[config.mk]
export PLATFORM = sky130hd
export DESIGN_NAME = sbf_core
export DESIGN_NICKNAME = d
export VERILOG_FILES = /design/src/rtl/sbf_core.v /design/src/rtl/sbf_otp.v
export VERILOG_INCLUDE_DIRS = /design/src /design/src/rtl
export SDC_FILE = /design/constraint.sdc
export NUM_CORES = 1
export LEC_CHECK = 0
export BUFFER_PORTS_ARGS = -buffer_cell sky130_fd_sc_hd__buf_2
export CAP_MARGIN = 40
export CORE_ASPECT_RATIO = 0.8
export CORE_MARGIN = 1
export CORE_UTILIZATION = 50
export DETAILED_ROUTE_END_ITERATION = 7
export GPL_TIMING_DRIVEN = 0
export PLACE_DENSITY_LB_ADDON = 0.15
export RECOVER_POWER = 25
export SYNTH_ARGS = -nofsm -noshare
export SYNTH_HDL_FRONTEND = slang
export SYNTH_HIERARCHICAL = 1
export SYNTH_SLANG_ARGS = --single-unit
[constraint.sdc]
create_clock -name aclk -period 4.3 [get_ports aclk]
set_input_delay 0.43 -clock aclk [delete_from_list [all_inputs] [get_ports aclk]]
set_output_delay 0.43 -clock aclk [all_outputs]
set_load 0.03 [all_outputs]
[src/rtl/sbf_defines.vh]
// constants of the satellite bus fault and otp logic
// How it works
// rectified supply low zeroes short acceleration replies and sets undervoltage flag.
// undervoltage lasting over one millisecond fires the internal power-on reset.
// after that reset, stay silent until supply returns and initialization ends.
// any otp parity fault makes every acceleration read answer zero.
// otp parity is checked every cycle during operation.
// factory and customer regions each carry and check their own parity bit.
// 128 otp bits held, eighty of them in the customer region.
// customer region written by bus command or by the trim interface.
// every reset leaves the pass-through switch open.
// init or reverse init with switch close request bit set closes the switch.
// reverse init moves master traffic to the downstream pin; here it only sets reverse_reg, replies follow cmd_on_downstream.
// normally commands come in and replies go out on the upstream pin.
// 10-bit samples replied as eight, nine or ten data bits.
// reply word is shifted out serially on the bus pin.
// regulated supply low holds the device in reset, transmitting nothing.
`ifndef SBF_DEFINES_VH
`define SBF_DEFINES_VH
// clock and timing
`define SBF_CLK_HZ 10000000
`define SBF_UV_POR_TIME_US 1000
`define SBF_UV_POR_CYCLES (`SBF_UV_POR_TIME_US * (`SBF_CLK_HZ / 1000000))
`define SBF_INIT_CYCLES 16
`define SBF_BIT_CYCLES 4
// otp layout
`define SBF_OTP_BITS 128
`define SBF_OTP_CUST_BITS 80
`define SBF_OTP_FACT_PAR 47
`define SBF_OTP_CUST_LO 48
`define SBF_OTP_CUST_PAR 127
// bus commands
`define SBF_CMD_INIT 4'h0
`define SBF_CMD_REV_INIT 4'h1
`define SBF_CMD_READ_SHORT 4'h2
`define SBF_CMD_READ_LONG 4'h3
`define SBF_CMD_OTP_WRITE 4'h4
`define SBF_SWITCH_CLOSE_BIT 6
// register offsets
`define SBF_REG_CTRL 8'h00
`define SBF_REG_STATUS 8'h04
`define SBF_REG_IRQ_STATUS 8'h08
`define SBF_REG_IRQ_MASK 8'h0C
`define SBF_REG_OTP0 8'h10
`define SBF_REG_OTP3 8'h1C
// field positions and resets
`define SBF_CTRL_RESET 2'h2
`define SBF_IRQ_UV 0
`define SBF_IRQ_POR 1
`define SBF_IRQ_PARITY 2
`define SBF_IRQ_DROP 3
`define SBF_IRQ_WIDTH 4
`define SBF_AXI_OKAY 2'h0
`define SBF_AXI_SLVERR 2'h2
`endif

[src/rtl/sbf_core.v]
// satellite bus fault handling, otp, switch and reply serializer
`timescale 1ns/1ps
`include "sbf_defines.vh"
module sbf_core
#(
  parameter UV_POR_CYCLES = `SBF_UV_POR_CYCLES
)
(
  input wire aclk,
  input wire aresetn,
  input wire s_axi_awvalid,
  output wire s_axi_awready,
  input wire [7:0] s_axi_awaddr,
  input wire s_axi_wvalid,
  output wire s_axi_wready,
  input wire [31:0] s_axi_wdata,
  input wire [3:0] s_axi_wstrb,
  output reg s_axi_bvalid,
  input wire s_axi_bready,
  output reg [1:0] s_axi_bresp,
  input wire s_axi_arvalid,
  output wire s_axi_arready,
  input wire [7:0] s_axi_araddr,
  output reg s_axi_rvalid,
  input wire s_axi_rready,
  output reg [31:0] s_axi_rdata,
  output reg [1:0] s_axi_rresp,
  output wire irq,
  input wire rectified_supply_low,
  input wire regulated_supply_low,
  input wire cmd_valid,
  input wire [3:0] cmd_code,
  input wire [7:0] cmd_data,
  input wire cmd_on_downstream,
  input wire acc_sample_valid,
  input wire [9:0] acc_sample,
  input wire trim_prog_valid,
  input wire [6:0] trim_prog_index,
  input wire trim_factory_en,
  output reg upstream_bus_pin_out,
  output reg upstream_bus_pin_oe,
  output reg downstream_bus_pin_out,
  output reg downstream_bus_pin_oe,
  output reg pass_switch_closed
);

  // two-flop synchronisers for the supply comparators
  reg uv_meta_reg, uv_sync_reg, reg_meta_reg, reg_sync_reg;
  always @(posedge aclk)
  begin
    if (!aresetn)
    begin
      uv_meta_reg <= 1'b0;
      uv_sync_reg <= 1'b0;
      reg_meta_reg <= 1'b0;
      reg_sync_reg <= 1'b0;
    end
    else
    begin
      uv_meta_reg <= rectified_supply_low;
      uv_sync_reg <= uv_meta_reg;
      reg_meta_reg <= regulated_supply_low;
      reg_sync_reg <= reg_meta_reg;
    end
  end

  // sustained undervoltage timer and internal reset sequencing
  reg [31:0] uv_cnt_reg;
  reg por_hold_reg;
  reg [4:0] init_cnt_reg;
  reg active_reg;
  wire uv_expired;
  wire internal_rst;
  assign uv_expired = uv_sync_reg && (uv_cnt_reg >= UV_POR_CYCLES - 1);
  assign internal_rst = reg_sync_reg || por_hold_reg;

  always @(posedge aclk)
  begin
    if (!aresetn)
    begin
      uv_cnt_reg <= 32'h0;
      por_hold_reg <= 1'b0;
      init_cnt_reg <= 5'h0;
      active_reg <= 1'b0;
    end
    else
    begin
      if (!uv_sync_reg)
        uv_cnt_reg <= 32'h0;
      else if (!uv_expired)
        uv_cnt_reg <= uv_cnt_reg + 32'h1;
      if (uv_expired)
        por_hold_reg <= 1'b1;
      else if (!uv_sync_reg)
        por_hold_reg <= 1'b0;
      if (internal_rst)
      begin
        init_cnt_reg <= 5'h0;
        active_reg <= 1'b0;
      end
      else if (!active_reg)
      begin
        init_cnt_reg <= init_cnt_reg + 5'h1;
        if (init_cnt_reg == `SBF_INIT_CYCLES - 1)
          active_reg <= 1'b1;
      end
    end
  end

  // otp memory; bus command or trim port may program it
  wire [127:0] otp_bits;
  wire fact_fault, cust_fault, parity_fault;
  reg tx_busy_reg;
  wire cmd_take;
  wire bus_prog;
  assign cmd_take = cmd_valid && active_reg && !tx_busy_reg;
  assign bus_prog = cmd_take && (cmd_code == `SBF_CMD_OTP_WRITE) &&
                    (cmd_data[6:0] >= `SBF_OTP_CUST_LO);
  assign parity_fault = fact_fault || cust_fault;

  sbf_otp u_otp
  (
    .aclk(aclk),
    .aresetn(aresetn),
    .prog_valid(bus_prog || trim_prog_valid),
    .prog_index(bus_prog ? cmd_data[6:0] : trim_prog_index),
    .prog_factory_en(!bus_prog && trim_factory_en),
    .otp_bits(otp_bits),
    .fact_parity_fault(fact_fault),
    .cust_parity_fault(cust_fault)
  );

  // reply width from control register: 8, 9 or 10 bits
  reg [1:0] ctrl_reg;
  reg [9:0] sample_reg;
  reg uv_flag_reg;
  reg reverse_reg;
  reg tx_down_reg;
  reg [11:0] tx_shift_reg;
  reg [3:0] tx_bits_reg;
  reg [2:0] tx_div_reg;
  reg drop_evt;
  wire is_read;
  wire [9:0] reply_data;
  wire [3:0] reply_len;

  function [9:0] fit_width;
    input [9:0] s;
    input [1:0] w;
    begin
      case (w)
        2'h0: fit_width = {2'h0, s[9:2]};
        2'h1: fit_width = {1'h0, s[9:1]};
        default: fit_width = s;
      endcase
    end
  endfunction

  // first reply bit to the top of the shift register
  function [11:0] left_align;
    input [11:0] w;
    input [3:0] n;
    begin
      left_align = w << (4'hC - n);
    end
  endfunction

  assign is_read = (cmd_code == `SBF_CMD_READ_SHORT) || (cmd_code == `SBF_CMD_READ_LONG);
  assign reply_data = fit_width(sample_reg, ctrl_reg);
  assign reply_len = (ctrl_reg > 2'h2) ? 4'hA : (4'h8 + {2'h0, ctrl_reg});

  // command handling, flags, switch and serializer
  always @(posedge aclk)
  begin
    // commands refused while inactive or busy, internal reset included
    drop_evt <= aresetn && cmd_valid && !cmd_take;
    if (!aresetn || internal_rst)
    begin
      sample_reg <= 10'h0;
      uv_flag_reg <= 1'b0;
      reverse_reg <= 1'b0;
      pass_switch_closed <= 1'b0;
      tx_busy_reg <= 1'b0;
      tx_down_reg <= 1'b0;
      tx_shift_reg <= 12'h0;
      tx_bits_reg <= 4'h0;
      tx_div_reg <= 3'h0;
    end
    else
    begin
      if (acc_sample_valid)
        sample_reg <= acc_sample;
      if (uv_sync_reg)
        uv_flag_reg <= 1'b1;
      else if (cmd_take && cmd_code == `SBF_CMD_READ_LONG)
        uv_flag_reg <= 1'b0;
      if (cmd_take && (cmd_code == `SBF_CMD_INIT || cmd_code == `SBF_CMD_REV_INIT))
      begin
        reverse_reg <= (cmd_code == `SBF_CMD_REV_INIT);
        if (cmd_data[`SBF_SWITCH_CLOSE_BIT])
          pass_switch_closed <= 1'b1;
      end
      if (cmd_take && is_read)
      begin
        tx_busy_reg <= 1'b1;
        tx_down_reg <= cmd_on_downstream;
        tx_div_reg <= 3'h0;
        if (cmd_code == `SBF_CMD_READ_SHORT)
        begin
          // short word is zero on undervoltage or parity fault
          tx_shift_reg <= left_align({2'h0, (uv_sync_reg || uv_flag_reg || parity_fault) ?
                                     10'h0 : reply_data}, reply_len);
          tx_bits_reg <= reply_len;
        end
        else
        begin
          // long word appends undervoltage and parity status
          tx_shift_reg <= left_align({parity_fault ? 10'h0 : reply_data,
                                      uv_flag_reg | uv_sync_reg, parity_fault},
                                     reply_len + 4'h2);
          tx_bits_reg <= reply_len + 4'h2;
        end
      end
      else if (tx_busy_reg)
      begin
        // one bit per bit period, most significant first
        if (tx_div_reg == `SBF_BIT_CYCLES - 1)
        begin
          tx_div_reg <= 3'h0;
          tx_shift_reg <= {tx_shift_reg[10:0], 1'b0};
          tx_bits_reg <= tx_bits_reg - 4'h1;
          if (tx_bits_reg == 4'h1)
            tx_busy_reg <= 1'b0;
        end
        else
          tx_div_reg <= tx_div_reg + 3'h1;
      end
    end
  end

  // pin drivers, silent whenever not transmitting
  always @(posedge aclk)
  begin
    if (!aresetn || internal_rst)
    begin
      upstream_bus_pin_out <= 1'b0;
      upstream_bus_pin_oe <= 1'b0;
      downstream_bus_pin_out <= 1'b0;
      downstream_bus_pin_oe <= 1'b0;
    end
    else
    begin
      upstream_bus_pin_oe <= tx_busy_reg && !tx_down_reg;
      upstream_bus_pin_out <= tx_busy_reg && !tx_down_reg && tx_shift_reg[11];
      downstream_bus_pin_oe <= tx_busy_reg && tx_down_reg;
      downstream_bus_pin_out <= tx_busy_reg && tx_down_reg && tx_shift_reg[11];
    end
  end

  // interrupt events
  reg prev_por_reg, prev_par_reg;
  wire [3:0] irq_evt;
  always @(posedge aclk)
  begin
    if (!aresetn)
    begin
      prev_por_reg <= 1'b0;
      prev_par_reg <= 1'b0;
    end
    else
    begin
      prev_por_reg <= por_hold_reg;
      prev_par_reg <= parity_fault;
    end
  end
  assign irq_evt = {drop_evt, parity_fault && !prev_par_reg,
                    por_hold_reg && !prev_por_reg, uv_sync_reg};

  // axi4-lite slave: address and data taken in either order
  reg aw_have_reg, w_have_reg;
  reg [7:0] aw_addr_reg;
  reg [31:0] w_data_reg;
  reg [3:0] w_strb_reg;
  reg [3:0] irq_status_reg, irq_mask_reg;
  wire wr_fire;
  wire rd_fire;
  wire rd_clr;
  assign s_axi_awready = !aw_have_reg && !s_axi_bvalid;
  assign s_axi_wready = !w_have_reg && !s_axi_bvalid;
  assign s_axi_arready = !s_axi_rvalid;
  assign wr_fire = aw_have_reg && w_have_reg && !s_axi_bvalid;
  assign rd_fire = s_axi_arvalid && s_axi_arready;
  assign rd_clr = rd_fire && (s_axi_araddr == `SBF_REG_IRQ_STATUS);
  assign irq = |(irq_status_reg & irq_mask_reg);

  always @(posedge aclk)
  begin
    if (!aresetn)
    begin
      aw_have_reg <= 1'b0;
      w_have_reg <= 1'b0;
      aw_addr_reg <= 8'h0;
      w_data_reg <= 32'h0;
      w_strb_reg <= 4'h0;
      s_axi_bvalid <= 1'b0;
      s_axi_bresp <= `SBF_AXI_OKAY;
      ctrl_reg <= `SBF_CTRL_RESET;
      irq_mask_reg <= 4'h0;
    end
    else
    begin
      if (s_axi_awvalid && s_axi_awready)
      begin
        aw_have_reg <= 1'b1;
        aw_addr_reg <= s_axi_awaddr;
      end
      if (s_axi_wvalid && s_axi_wready)
      begin
        w_have_reg <= 1'b1;
        w_data_reg <= s_axi_wdata;
        w_strb_reg <= s_axi_wstrb;
      end
      if (wr_fire)
      begin
        aw_have_reg <= 1'b0;
        w_have_reg <= 1'b0;
        s_axi_bvalid <= 1'b1;
        s_axi_bresp <= `SBF_AXI_OKAY;
        case (aw_addr_reg)
          `SBF_REG_CTRL:
            if (w_strb_reg[0])
              ctrl_reg <= w_data_reg[1:0];
          `SBF_REG_IRQ_MASK:
            if (w_strb_reg[0])
              irq_mask_reg <= w_data_reg[3:0];
          `SBF_REG_STATUS, `SBF_REG_IRQ_STATUS:
            s_axi_bresp <= `SBF_AXI_OKAY;
          default:
            s_axi_bresp <= (aw_addr_reg >= `SBF_REG_OTP0 && aw_addr_reg <= `SBF_REG_OTP3 &&
                            aw_addr_reg[1:0] == 2'h0) ? `SBF_AXI_OKAY : `SBF_AXI_SLVERR;
        endcase
      end
      else if (s_axi_bvalid && s_axi_bready)
        s_axi_bvalid <= 1'b0;
    end
  end

  // sticky interrupt status; a new event beats the read clear
  always @(posedge aclk)
  begin
    if (!aresetn)
      irq_status_reg <= 4'h0;
    else
      irq_status_reg <= (rd_clr ? 4'h0 : irq_status_reg) | irq_evt;
  end

  // read channel
  always @(posedge aclk)
  begin
    if (!aresetn)
    begin
      s_axi_rvalid <= 1'b0;
      s_axi_rdata <= 32'h0;
      s_axi_rresp <= `SBF_AXI_OKAY;
    end
    else if (rd_fire)
    begin
      s_axi_rvalid <= 1'b1;
      s_axi_rresp <= `SBF_AXI_OKAY;
      case (s_axi_araddr)
        `SBF_REG_CTRL: s_axi_rdata <= {30'h0, ctrl_reg};
        `SBF_REG_STATUS: s_axi_rdata <= {25'h0, tx_busy_reg, reverse_reg, pass_switch_closed,
                                         active_reg, cust_fault, fact_fault, uv_flag_reg};
        `SBF_REG_IRQ_STATUS: s_axi_rdata <= {28'h0, irq_status_reg};
        `SBF_REG_IRQ_MASK: s_axi_rdata <= {28'h0, irq_mask_reg};
        8'h10: s_axi_rdata <= otp_bits[31:0];
        8'h14: s_axi_rdata <= otp_bits[63:32];
        8'h18: s_axi_rdata <= otp_bits[95:64];
        `SBF_REG_OTP3: s_axi_rdata <= otp_bits[127:96];
        default:
        begin
          s_axi_rdata <= 32'h0;
          s_axi_rresp <= `SBF_AXI_SLVERR;
        end
      endcase
    end
    else if (s_axi_rvalid && s_axi_rready)
      s_axi_rvalid <= 1'b0;
  end

endmodule // sbf_core

[src/rtl/sbf_otp.v]
// one-time-programmable memory with per-region parity checking
`timescale 1ns/1ps
`include "sbf_defines.vh"
module sbf_otp
(
  input wire aclk,
  input wire aresetn,
  input wire prog_valid,
  input wire [6:0] prog_index,
  input wire prog_factory_en,
  output wire [127:0] otp_bits,
  output wire fact_parity_fault,
  output wire cust_parity_fault
);

  reg [127:0] otp_reg;
  wire cust_index;

  // customer region starts above the factory parity bit
  assign cust_index = (prog_index >= `SBF_OTP_CUST_LO);
  assign otp_bits = otp_reg;

  // fuses only blow from zero to one; factory area needs the trim unlock
  always @(posedge aclk)
  begin
    if (!aresetn)
      otp_reg <= 128'h0;
    else if (prog_valid && (cust_index || prog_factory_en))
      otp_reg[prog_index] <= 1'b1;
  end

  // each region checked against its own even parity, every cycle
  assign fact_parity_fault = ^otp_reg[`SBF_OTP_FACT_PAR:0];
  assign cust_parity_fault = ^otp_reg[`SBF_OTP_CUST_PAR:`SBF_OTP_CUST_LO];

endmodule // sbf_otp

==> results of run 1 <==
stage by stage:
step	worst slack [ps]	std cells	power, W
2_1_floorplan	1368	1344	0.002880
3_3_place_gp	327.2	1767	0.003002
3_5_place_dp	241.8	1774	0.003009
4_1_cts	403.3	1824	0.005349
5_1_grt	164.7	1825	0.005486
6_report	356.7	1825	0.005305
routing by layer:
metal,global-route usage,up-vias
li1,-,4956
met1,0.3939,4850
met2,0.4079,316
met3,0.03439,39
met4,0.04954,0
met5,0,-
kinds of logic (layout without fill, tap and decap cells):
kind of cell,count (synthesis),in the layout,share of synthesized area
and+or+nand+nor,443,443,0.1996
AOI/OAI and AO/OA,285,285,0.1366
DFF,273,273,0.4347
xor gates and xnor gates,131,131,0.09236
muxes,109,109,0.09783
buffers and inverters,94,256,0.03155
adders and majority gates,7,7,0.006966
other,1,3,0.0002983
cell type report:
cell class,instances,share of cell area
flip-flops and latches,273,0.3800
repair buffers,112,0.03584
plain buffers,79,0.02357
clock buffers,45,0.05941
inverters,15,0.003914
well taps,318,0.02766
diodes,1,0.0001740
multi-input cells,977,0.4669
clock inverters,5,0.002523
worst paths after layout:
check | start | end | slack, ps
min reg2reg | reg_meta_reg$_SDFF_PN0_ | reg_sync_reg$_SDFF_PN0_ | 440
max | active_reg$_SDFF_PP0_ | u_otp/otp_bits[35]$_SDFFE_PN0P_ | 360
max reg2reg | active_reg$_SDFF_PP0_ | u_otp/otp_bits[35]$_SDFFE_PN0P_ | 360
min | rectified_supply_low | uv_meta_reg$_SDFF_PN0_ | 100
placed cells by master (no fill, tap or decap), drive strengths merged, types with 11 or more instances in the layout:
master and n:
clkbuf 142, nand2 84, and3 28, nand3 14, and2 12, xor2 16
nor3 21, buf 94, nor2 60, nor2b 150, nand2b 21, nand4 11
mux2i 43, mux2 61, xnor2 114, inv 15, o21ai 50, a21oi 151
nor4 16, dfxtp 273, a22oi 28
where the power goes:
group / internal [W] / total, W / switching (W)
combinational: 0.000143 / 0.000371 / 0.000228
clock: 0.00135 / 0.00235 / 0.000996
sequential: 0.00256 / 0.00259 / 0.0000231
==> tab_implementation.tex, run 1 <==
\begin{tabular}{lr}
\hline
Metric & Value \\
\hline
\multicolumn{2}{l}{\textbf{Outcome}} \\
\quad Result of the run & finished with violations \\
\quad Failing checks & DRC \\
\multicolumn{2}{l}{\textbf{Detailed routing}} \\
\quad DRC marker count from the first detailed-route iteration & slightly below 800 \\
\quad Routed via count & $\sim$10000 \\
\quad Routed wire length per instance & 18.56 um \\
\quad Remaining antenna violation count after routing & 0 \\
\quad Highest routed metal layer & met4 \\
\quad Wire length reported by the detailed router & 33.87 mm \\
\quad Met2 routed wirelength & roughly 15 mm \\
\quad Met3 routed wirelength & 2.439 mm \\
\quad Number of optimization iterations in the first detailed-route pass & 7 \\
\quad Met1 Wirelength & 16.10 mm \\
\quad Average via count per standard cell & about 5.6 \\
\quad DRC violations left & 17 \\
\multicolumn{2}{l}{\textbf{Finish}} \\
\quad Sequential standard cell area & 0.005465 mm2 \\
\quad Area occupied by multi-input gates & between 0.006 and 0.007 mm2 \\
\quad Post-route cell area & 0.01438 mm2 \\
\quad Total of fill cells in the finished design & around 2200 \\
\quad Area growth syn-to-layout & 14.41\% \\
\quad Share of post-route cells with drive strength above 1 & 0.1494 \\
\quad Final layout net count & between 1500 and 2000 \\
\quad Flip-flop count of the largest register, all copies and words added & $\sim$130 \\
\quad Utilization after layout & 0.5870 \\
\multicolumn{2}{l}{\textbf{Worst setup path}} \\
\quad Critical-path cell with the highest stage delay & sky130\_fd\_sc\_hd\_\_nor2\_1 \\
\quad Worst Path Arrival & 4430 ps \\
\quad Kind of cell adding the most delay to the critical path & simple AND/OR/NAND/NOR gates \\
\quad Crit path launch type & flop \\
\quad Worst Reg2Reg Path Length in Cells & 10 \\
\quad Max stage delay on crit path & between 700 and 800 ps \\
\quad Total number of cells along the worst setup path & 10 \\
\quad Type of destination of the critical path & flop \\
\quad Worst path buffer plus inverter count & 2 \\
\quad Kind of critical path & flop to flop \\
\quad CP Max Fanout & 10 \\
\quad Required time reported for the critical path endpoint & around 4800 ps \\
\quad Cell breakdown of the critical path & buf\_4 -> nand4bb\_2 -> or4b\_4 -> o2bb2ai\_1 -> a211oi\_1 -> nand3b\_1 -> nor2\_1 -> buf\_2 -> a21oi\_1 -> nor2b\_1 \\
\multicolumn{2}{l}{\textbf{Clocking}} \\
\quad Post-CTS repair timing setup buffer count & 0 \\
\quad Inserted Clock Buffers & 28 \\
\quad Insertion delay to the later sink of the worst-skew pair & 550 ps \\
\quad Root Buffer Master & sky130\_fd\_sc\_hd\_\_clkbuf\_16 \\
\quad Count of clock tree sinks & approximately 270 \\
\quad TritonCTS clock tree & yes \\
\quad Clock input transition at the sequential cells of the worst setup and hold paths & roughly 70 ps \\
\quad Hold-fix buffer count after cts & 0 \\
\quad H-tree levels & 1 \\
\quad Gates resized, CTS repair & 0 \\
\quad Worst-case clock buffer depth & 3 \\
\multicolumn{2}{l}{\textbf{Power and ir drop}} \\
\quad Worst vdd rail ir drop & 0.2662 mV \\
\quad Power Density & between 300 and 400 mW/mm2 \\
\quad Static Leak & around 5.2 nW \\
\multicolumn{2}{l}{\textbf{Yosys}} \\
\quad Post-Synthesis Cells & 1343 \\
\quad Cell area after technology mapping & around 0.013 mm2 \\
\quad Yosys synthesis warning count & 6 \\
\quad Library cell with the largest summed area after synthesis & sky130\_fd\_sc\_hd\_\_dfxtp\_1 \\
\quad Cell variety after synth & $\sim$70 \\
\quad Primary flip-flop cell chosen by synthesis mapping & sky130\_fd\_sc\_hd\_\_dfxtp\_1 \\
\quad Average instance area after synthesis & 9.361 um2 \\
\quad Proportion of register bits with asynchronous set or reset after synthesis & 0 \\
\quad Area share of the largest cell type after synthesis & 0.4347 \\
\quad Leading cell types by total area after synthesis & sky130\_fd\_sc\_hd\_\_dfxtp\_1, sky130\_fd\_sc\_hd\_\_xnor2\_1, sky130\_fd\_sc\_hd\_\_nor2b\_1 \\
\quad Count of state elements after synthesis & 273 \\
\quad EDFF count, synth & 0 \\
\quad Most frequently used cell type in the post-synthesis netlist & sky130\_fd\_sc\_hd\_\_dfxtp\_1 \\
\quad Sequential area share after synthesis & 0.4347 \\
\quad Top cells by count, synth & sky130\_fd\_sc\_hd\_\_dfxtp\_1, sky130\_fd\_sc\_hd\_\_a21oi\_1, sky130\_fd\_sc\_hd\_\_nor2b\_1 \\
\multicolumn{2}{l}{\textbf{Placed design}} \\
\quad Global placement routability congestion & 0.8610 \\
\quad \# port buffers & approximately 110 \\
\quad Final HPWL DP & approximately 25 mm \\
\quad Placed instance area & approximately 0.014 mm2 \\
\multicolumn{2}{l}{\textbf{Floorplanning}} \\
\quad Height of the die & roughly 140 um \\
\quad Die ar. & between 0.02 and 0.03 mm2 \\
\quad Initial standard-cell utilization of the core & 0.5131 \\
\quad Core Box Area & about 0.025 mm2 \\
\quad Die Span X & 179.3 um \\
\quad Number of top-level design ports & between 100 and 150 \\
\quad Row count & just over 50 \\
\multicolumn{2}{l}{\textbf{STA}} \\
\quad Hold\_ws & roughly 100 ps \\
\quad Final worst path period share & 0.9170 \\
\quad Final Hold Fails & 0 \\
\quad Total setup violations reported at the end of the flow & 0 \\
\quad Slew at the pin closest to its max-slew limit & roughly 900 ps \\
\quad Fmax achieved & 253.6 MHz \\
\quad Slew Limit Fails & 0 \\
\quad Worst clock skew & approximately 20 ps \\
\quad Worst rel slew slack & 0.3845 \\
\quad Sum of negative setup slack & 0 ps \\
\quad Post-route minimum period & 3943 ps \\
\quad RSZ-0062 raised after global routing & false \\
\multicolumn{2}{l}{\textbf{Run}} \\
\quad Max-cap viol count & 0 \\
\multicolumn{2}{l}{\textbf{Global route}} \\
\quad Number of antenna violations at the first check in global routing & 1 \\
\quad Pin count of the biggest net entering global routing & 15 \\
\quad Total routing usage reported by global routing & 0.2647 \\
\quad Number of global-route vias before repair & approximately 9500 \\
\quad Total overflow reported by the global router & 0 \\
\quad First-pass GRT wire length & $\sim$53 mm \\
\multicolumn{2}{l}{\textbf{Min path}} \\
\quad Worst hold path cell count & 2 \\
\quad Path type of the worst min-delay path & input port to flop \\
\hline
\end{tabular}
No activity file was read; power rests on OpenSTA's default activity.
==> run 2: changes to the inputs <==
--- a/config.mk
+++ b/config.mk
@@ -17,5 +17,4 @@
 export RECOVER_POWER = 25
 export SYNTH_ARGS = -nofsm -noshare
 export SYNTH_HDL_FRONTEND = slang
-export SYNTH_HIERARCHICAL = 1
 export SYNTH_SLANG_ARGS = --single-unit
==> run 2 against run 1 <==
Compared with the run above:
- the run now ends clean
- clock power increased by 15%
- non-clock buffer count increased by 4
- maximum frequency increased by 14%
- highest routed layer unchanged
- via count increased by 3.3%
- die area decreased by 2.7%
- sequential power about the same
- synthesized cell count increased by 4.7%
- routed wire length increased by 4.8%
- power increased by 6.4%
- global-route usage increased by 2.1 points
- hold slack got worse by 1.1 ps
==> tab_implementation.tex, run 2 <==
\begin{tabular}{lr}
\hline
Metric & Value \\
\hline
\multicolumn{2}{l}{\textbf{Yosys}} \\
\quad Sequential area share after synthesis & 0.4469 \\
\quad Count of state elements after synthesis & 273 \\
\quad Average instance area after synthesis & 8.698 um2 \\
\quad Yosys synthesis warning count & 0 \\
\quad Cell area after technology mapping & about 0.012 mm2 \\
\quad Post-Synthesis Cells & 1406 \\
\quad Area share of the largest cell type after synthesis & 0.4469 \\
\quad Proportion of register bits with asynchronous set or reset after synthesis & 0 \\
\quad Primary flip-flop cell chosen by synthesis mapping & sky130\_fd\_sc\_hd\_\_dfxtp\_1 \\
\quad Top cells by count, synth & sky130\_fd\_sc\_hd\_\_dfxtp\_1, sky130\_fd\_sc\_hd\_\_a21oi\_1, sky130\_fd\_sc\_hd\_\_nor2\_1 \\
\quad Most frequently used cell type in the post-synthesis netlist & sky130\_fd\_sc\_hd\_\_dfxtp\_1 \\
\quad Cell variety after synth & $\sim$60 \\
\quad Library cell with the largest summed area after synthesis & sky130\_fd\_sc\_hd\_\_dfxtp\_1 \\
\quad EDFF count, synth & 0 \\
\quad Leading cell types by total area after synthesis & sky130\_fd\_sc\_hd\_\_dfxtp\_1, sky130\_fd\_sc\_hd\_\_xnor2\_1, sky130\_fd\_sc\_hd\_\_a21oi\_1 \\
\multicolumn{2}{l}{\textbf{Detailed routing}} \\
\quad Average via count per standard cell & approximately 5.6 \\
\quad DRC violations left & 0 \\
\quad Routed via count & between 10000 and 15000 \\
\quad Remaining antenna violation count after routing & 0 \\
\quad Routed wire length per instance & 18.86 um \\
\quad Number of optimization iterations in the first detailed-route pass & 6 \\
\quad Wire length reported by the detailed router & between 30 and 40 mm \\
\quad DRC marker count from the first detailed-route iteration & about 1100 \\
\multicolumn{2}{l}{\textbf{Floorplanning}} \\
\quad Initial standard-cell utilization of the core & 0.5158 \\
\quad Core Box Area & roughly 0.024 mm2 \\
\quad Number of top-level design ports & 142 \\
\quad Row count & 50 \\
\quad Height of the die & $\sim$140 um \\
\quad Die Span X & around 180 um \\
\quad Die ar. & 0.02509 mm2 \\
\multicolumn{2}{l}{\textbf{STA}} \\
\quad Worst clock skew & roughly 14 ps \\
\quad Final worst path period share & 0.8055 \\
\quad Sum of negative setup slack & 0 ps \\
\quad Total setup violations reported at the end of the flow & 0 \\
\quad Fmax achieved & a little under 300 MHz \\
\quad Post-route minimum period & 3464 ps \\
\quad Worst rel slew slack & 0.3423 \\
\quad Hold\_ws & roughly 100 ps \\
\quad Slew Limit Fails & 0 \\
\quad RSZ-0062 raised after global routing & false \\
\quad Final Hold Fails & 0 \\
\quad Slew at the pin closest to its max-slew limit & 978.3 ps \\
\multicolumn{2}{l}{\textbf{Clocking}} \\
\quad Inserted Clock Buffers & 28 \\
\quad Gates resized, CTS repair & 0 \\
\quad TritonCTS clock tree & yes \\
\quad Post-CTS repair timing setup buffer count & 0 \\
\quad Count of clock tree sinks & between 200 and 300 \\
\quad H-tree levels & 1 \\
\quad Clock input transition at the sequential cells of the worst setup and hold paths & 70 ps \\
\quad Insertion delay to the later sink of the worst-skew pair & 550 ps \\
\quad Root Buffer Master & sky130\_fd\_sc\_hd\_\_clkbuf\_16 \\
\quad Worst-case clock buffer depth & 3 \\
\quad Hold-fix buffer count after cts & 0 \\
\multicolumn{2}{l}{\textbf{Finish}} \\
\quad Sequential standard cell area & between 0.005 and 0.006 mm2 \\
\quad Diodes inserted & 0 \\
\quad Flip-flop count of the largest register, all copies and words added & between 100 and 150 \\
\quad Final layout net count & around 1700 \\
\quad Area growth syn-to-layout & 15.89\% \\
\quad Leading cell types in the layout, fill and taps excluded & sky130\_fd\_sc\_hd\_\_dfxtp\_1, sky130\_fd\_sc\_hd\_\_a21oi\_1, sky130\_fd\_sc\_hd\_\_nor2\_1 \\
\quad Share of post-route cells with drive strength above 1 & 0.09166 \\
\quad Most common library cell in the layout ignoring fill and taps & sky130\_fd\_sc\_hd\_\_dfxtp\_1 \\
\quad Utilization after layout & 0.5977 \\
\quad Area occupied by multi-input gates & roughly 0.0063 mm2 \\
\quad Total of fill cells in the finished design & between 2000 and 2500 \\
\multicolumn{2}{l}{\textbf{Worst setup path}} \\
\quad CP Max Fanout & 10 \\
\quad Required time reported for the critical path endpoint & 4790 ps \\
\quad Worst Path Arrival & about 4000 ps \\
\quad Crit path launch type & flop \\
\quad Kind of critical path & flop to flop \\
\quad Type of destination of the critical path & flop \\
\multicolumn{2}{l}{\textbf{Global route}} \\
\quad Total routing usage reported by global routing & 0.2853 \\
\quad Total overflow reported by the global router & 0 \\
\quad First-pass GRT wire length & 54.97 mm \\
\quad Number of global-route vias before repair & 9736 \\
\quad Number of antenna violations at the first check in global routing & 0 \\
\quad Pin count of the biggest net entering global routing & 15 \\
\multicolumn{2}{l}{\textbf{Outcome}} \\
\quad Result of the run & complete, no violations \\
\multicolumn{2}{l}{\textbf{Power and ir drop}} \\
\quad Power Density & between 300 and 400 mW/mm2 \\
\quad Total power & $\sim$0.0056 W \\
\quad Static Leak & roughly 4.9 nW \\
\quad Worst vdd rail ir drop & 0.3905 mV \\
\multicolumn{2}{l}{\textbf{Placed design}} \\
\quad \# port buffers & about 110 \\
\quad Global placement routability congestion & 0.9018 \\
\quad Final HPWL DP & 25.91 mm \\
\multicolumn{2}{l}{\textbf{Min path}} \\
\quad Path type of the worst min-delay path & input port to flop \\
\multicolumn{2}{l}{\textbf{Run}} \\
\quad Max-cap viol count & 0 \\
\hline
\end{tabular}
==> run 2: cell types whose count changed after synthesis, moves of 19 or more <==
cell                      change
sky130_fd_sc_hd__o21ai_0     -19
sky130_fd_sc_hd__nor2_1      +78
sky130_fd_sc_hd__a21oi_1     +41
sky130_fd_sc_hd__o21a_1      +46
sky130_fd_sc_hd__mux2_2      -59
sky130_fd_sc_hd__a22oi_1     +35
==> run 2: worst max-delay path, cell delays in order (launching register included) <==
cell,delay [ps]
sky130_fd_sc_hd__dfxtp_1,300
sky130_fd_sc_hd__buf_2,220
sky130_fd_sc_hd__nor2b_1,230
sky130_fd_sc_hd__nand2_1,90
sky130_fd_sc_hd__nor2_1,170
sky130_fd_sc_hd__nand2_1,410
sky130_fd_sc_hd__clkbuf_1,410
sky130_fd_sc_hd__o21ai_0,750
sky130_fd_sc_hd__nand2_1,470
sky130_fd_sc_hd__nor2_1,210
sky130_fd_sc_hd__o21a_1,140
==> run 2: final timing paths <==
check | from | endpoint | slack [ps] | cells past startpoint
worst max-delay path | active_reg$_SDFF_PP0_ | u_otp.otp_bits[99]$_SDFFE_PN0P_ | 840 | 10
worst min-delay path | rectified_supply_low | uv_meta_reg$_SDFF_PN0_ | 100 | 2
worst max register to register | active_reg$_SDFF_PP0_ | u_otp.otp_bits[99]$_SDFFE_PN0P_ | 840 | 10
worst min register to register | reg_meta_reg$_SDFF_PN0_ | reg_sync_reg$_SDFF_PN0_ | 440 | 1
==> run 2: layout make-up <==
cell class,count,area share
clock buffers,35,0.05562
repair buffers,112,0.03620
plain buffers,83,0.02401
multi-input cells,1028,0.4474
well taps,312,0.02754
flip-flops and latches,273,0.3856
inverters,23,0.006092
clock inverters,17,0.01748
==> run 2: logic make-up (layout without fill, tap and decap cells) <==
logic type                 Yosys count  after routing  synth area share
DFF                                273            273            0.4469
other                                1              2         0.0003066
adders and majority gates            7              7          0.007162
AOI/OAI and AO/OA                  370            370            0.1863
xor gates and xnor gates           141            141            0.1021
muxes                               29             29           0.02394
and+or+nand+nor                    479            479            0.1984
buffers and inverters              106            270           0.03489
==> run 2: power breakdown <==
group          internal (W)  total (W)  leakage [nW]  switching (W)
logic              0.000129   0.000353          2.23       0.000224
clock network       0.00166    0.00270         0.497        0.00104
registers           0.00256    0.00259          2.21      0.0000248
total               0.00435    0.00564          4.93        0.00129
==> run 2: per-layer routing <==
layer  part of all wire  GRT usage  wire length [um]
met1               0.46     0.4251             16450
met2               0.41     0.4175             14590
met3              0.098    0.04877              3471
met4              0.028    0.08394              1006
met5                  0          0                 0
==> run 2: metrics by stage <==
stage	cell area, um2	cells	setup WS [ps]
6_report	14170	1883	836.2
5_1_grt	14170	1883	692.8
4_1_cts	14220	1882	893.4
2_1_floorplan	12230	1407	1973
3_5_place_dp	13190	1830	843.4
3_3_place_gp	13150	1824	762.9
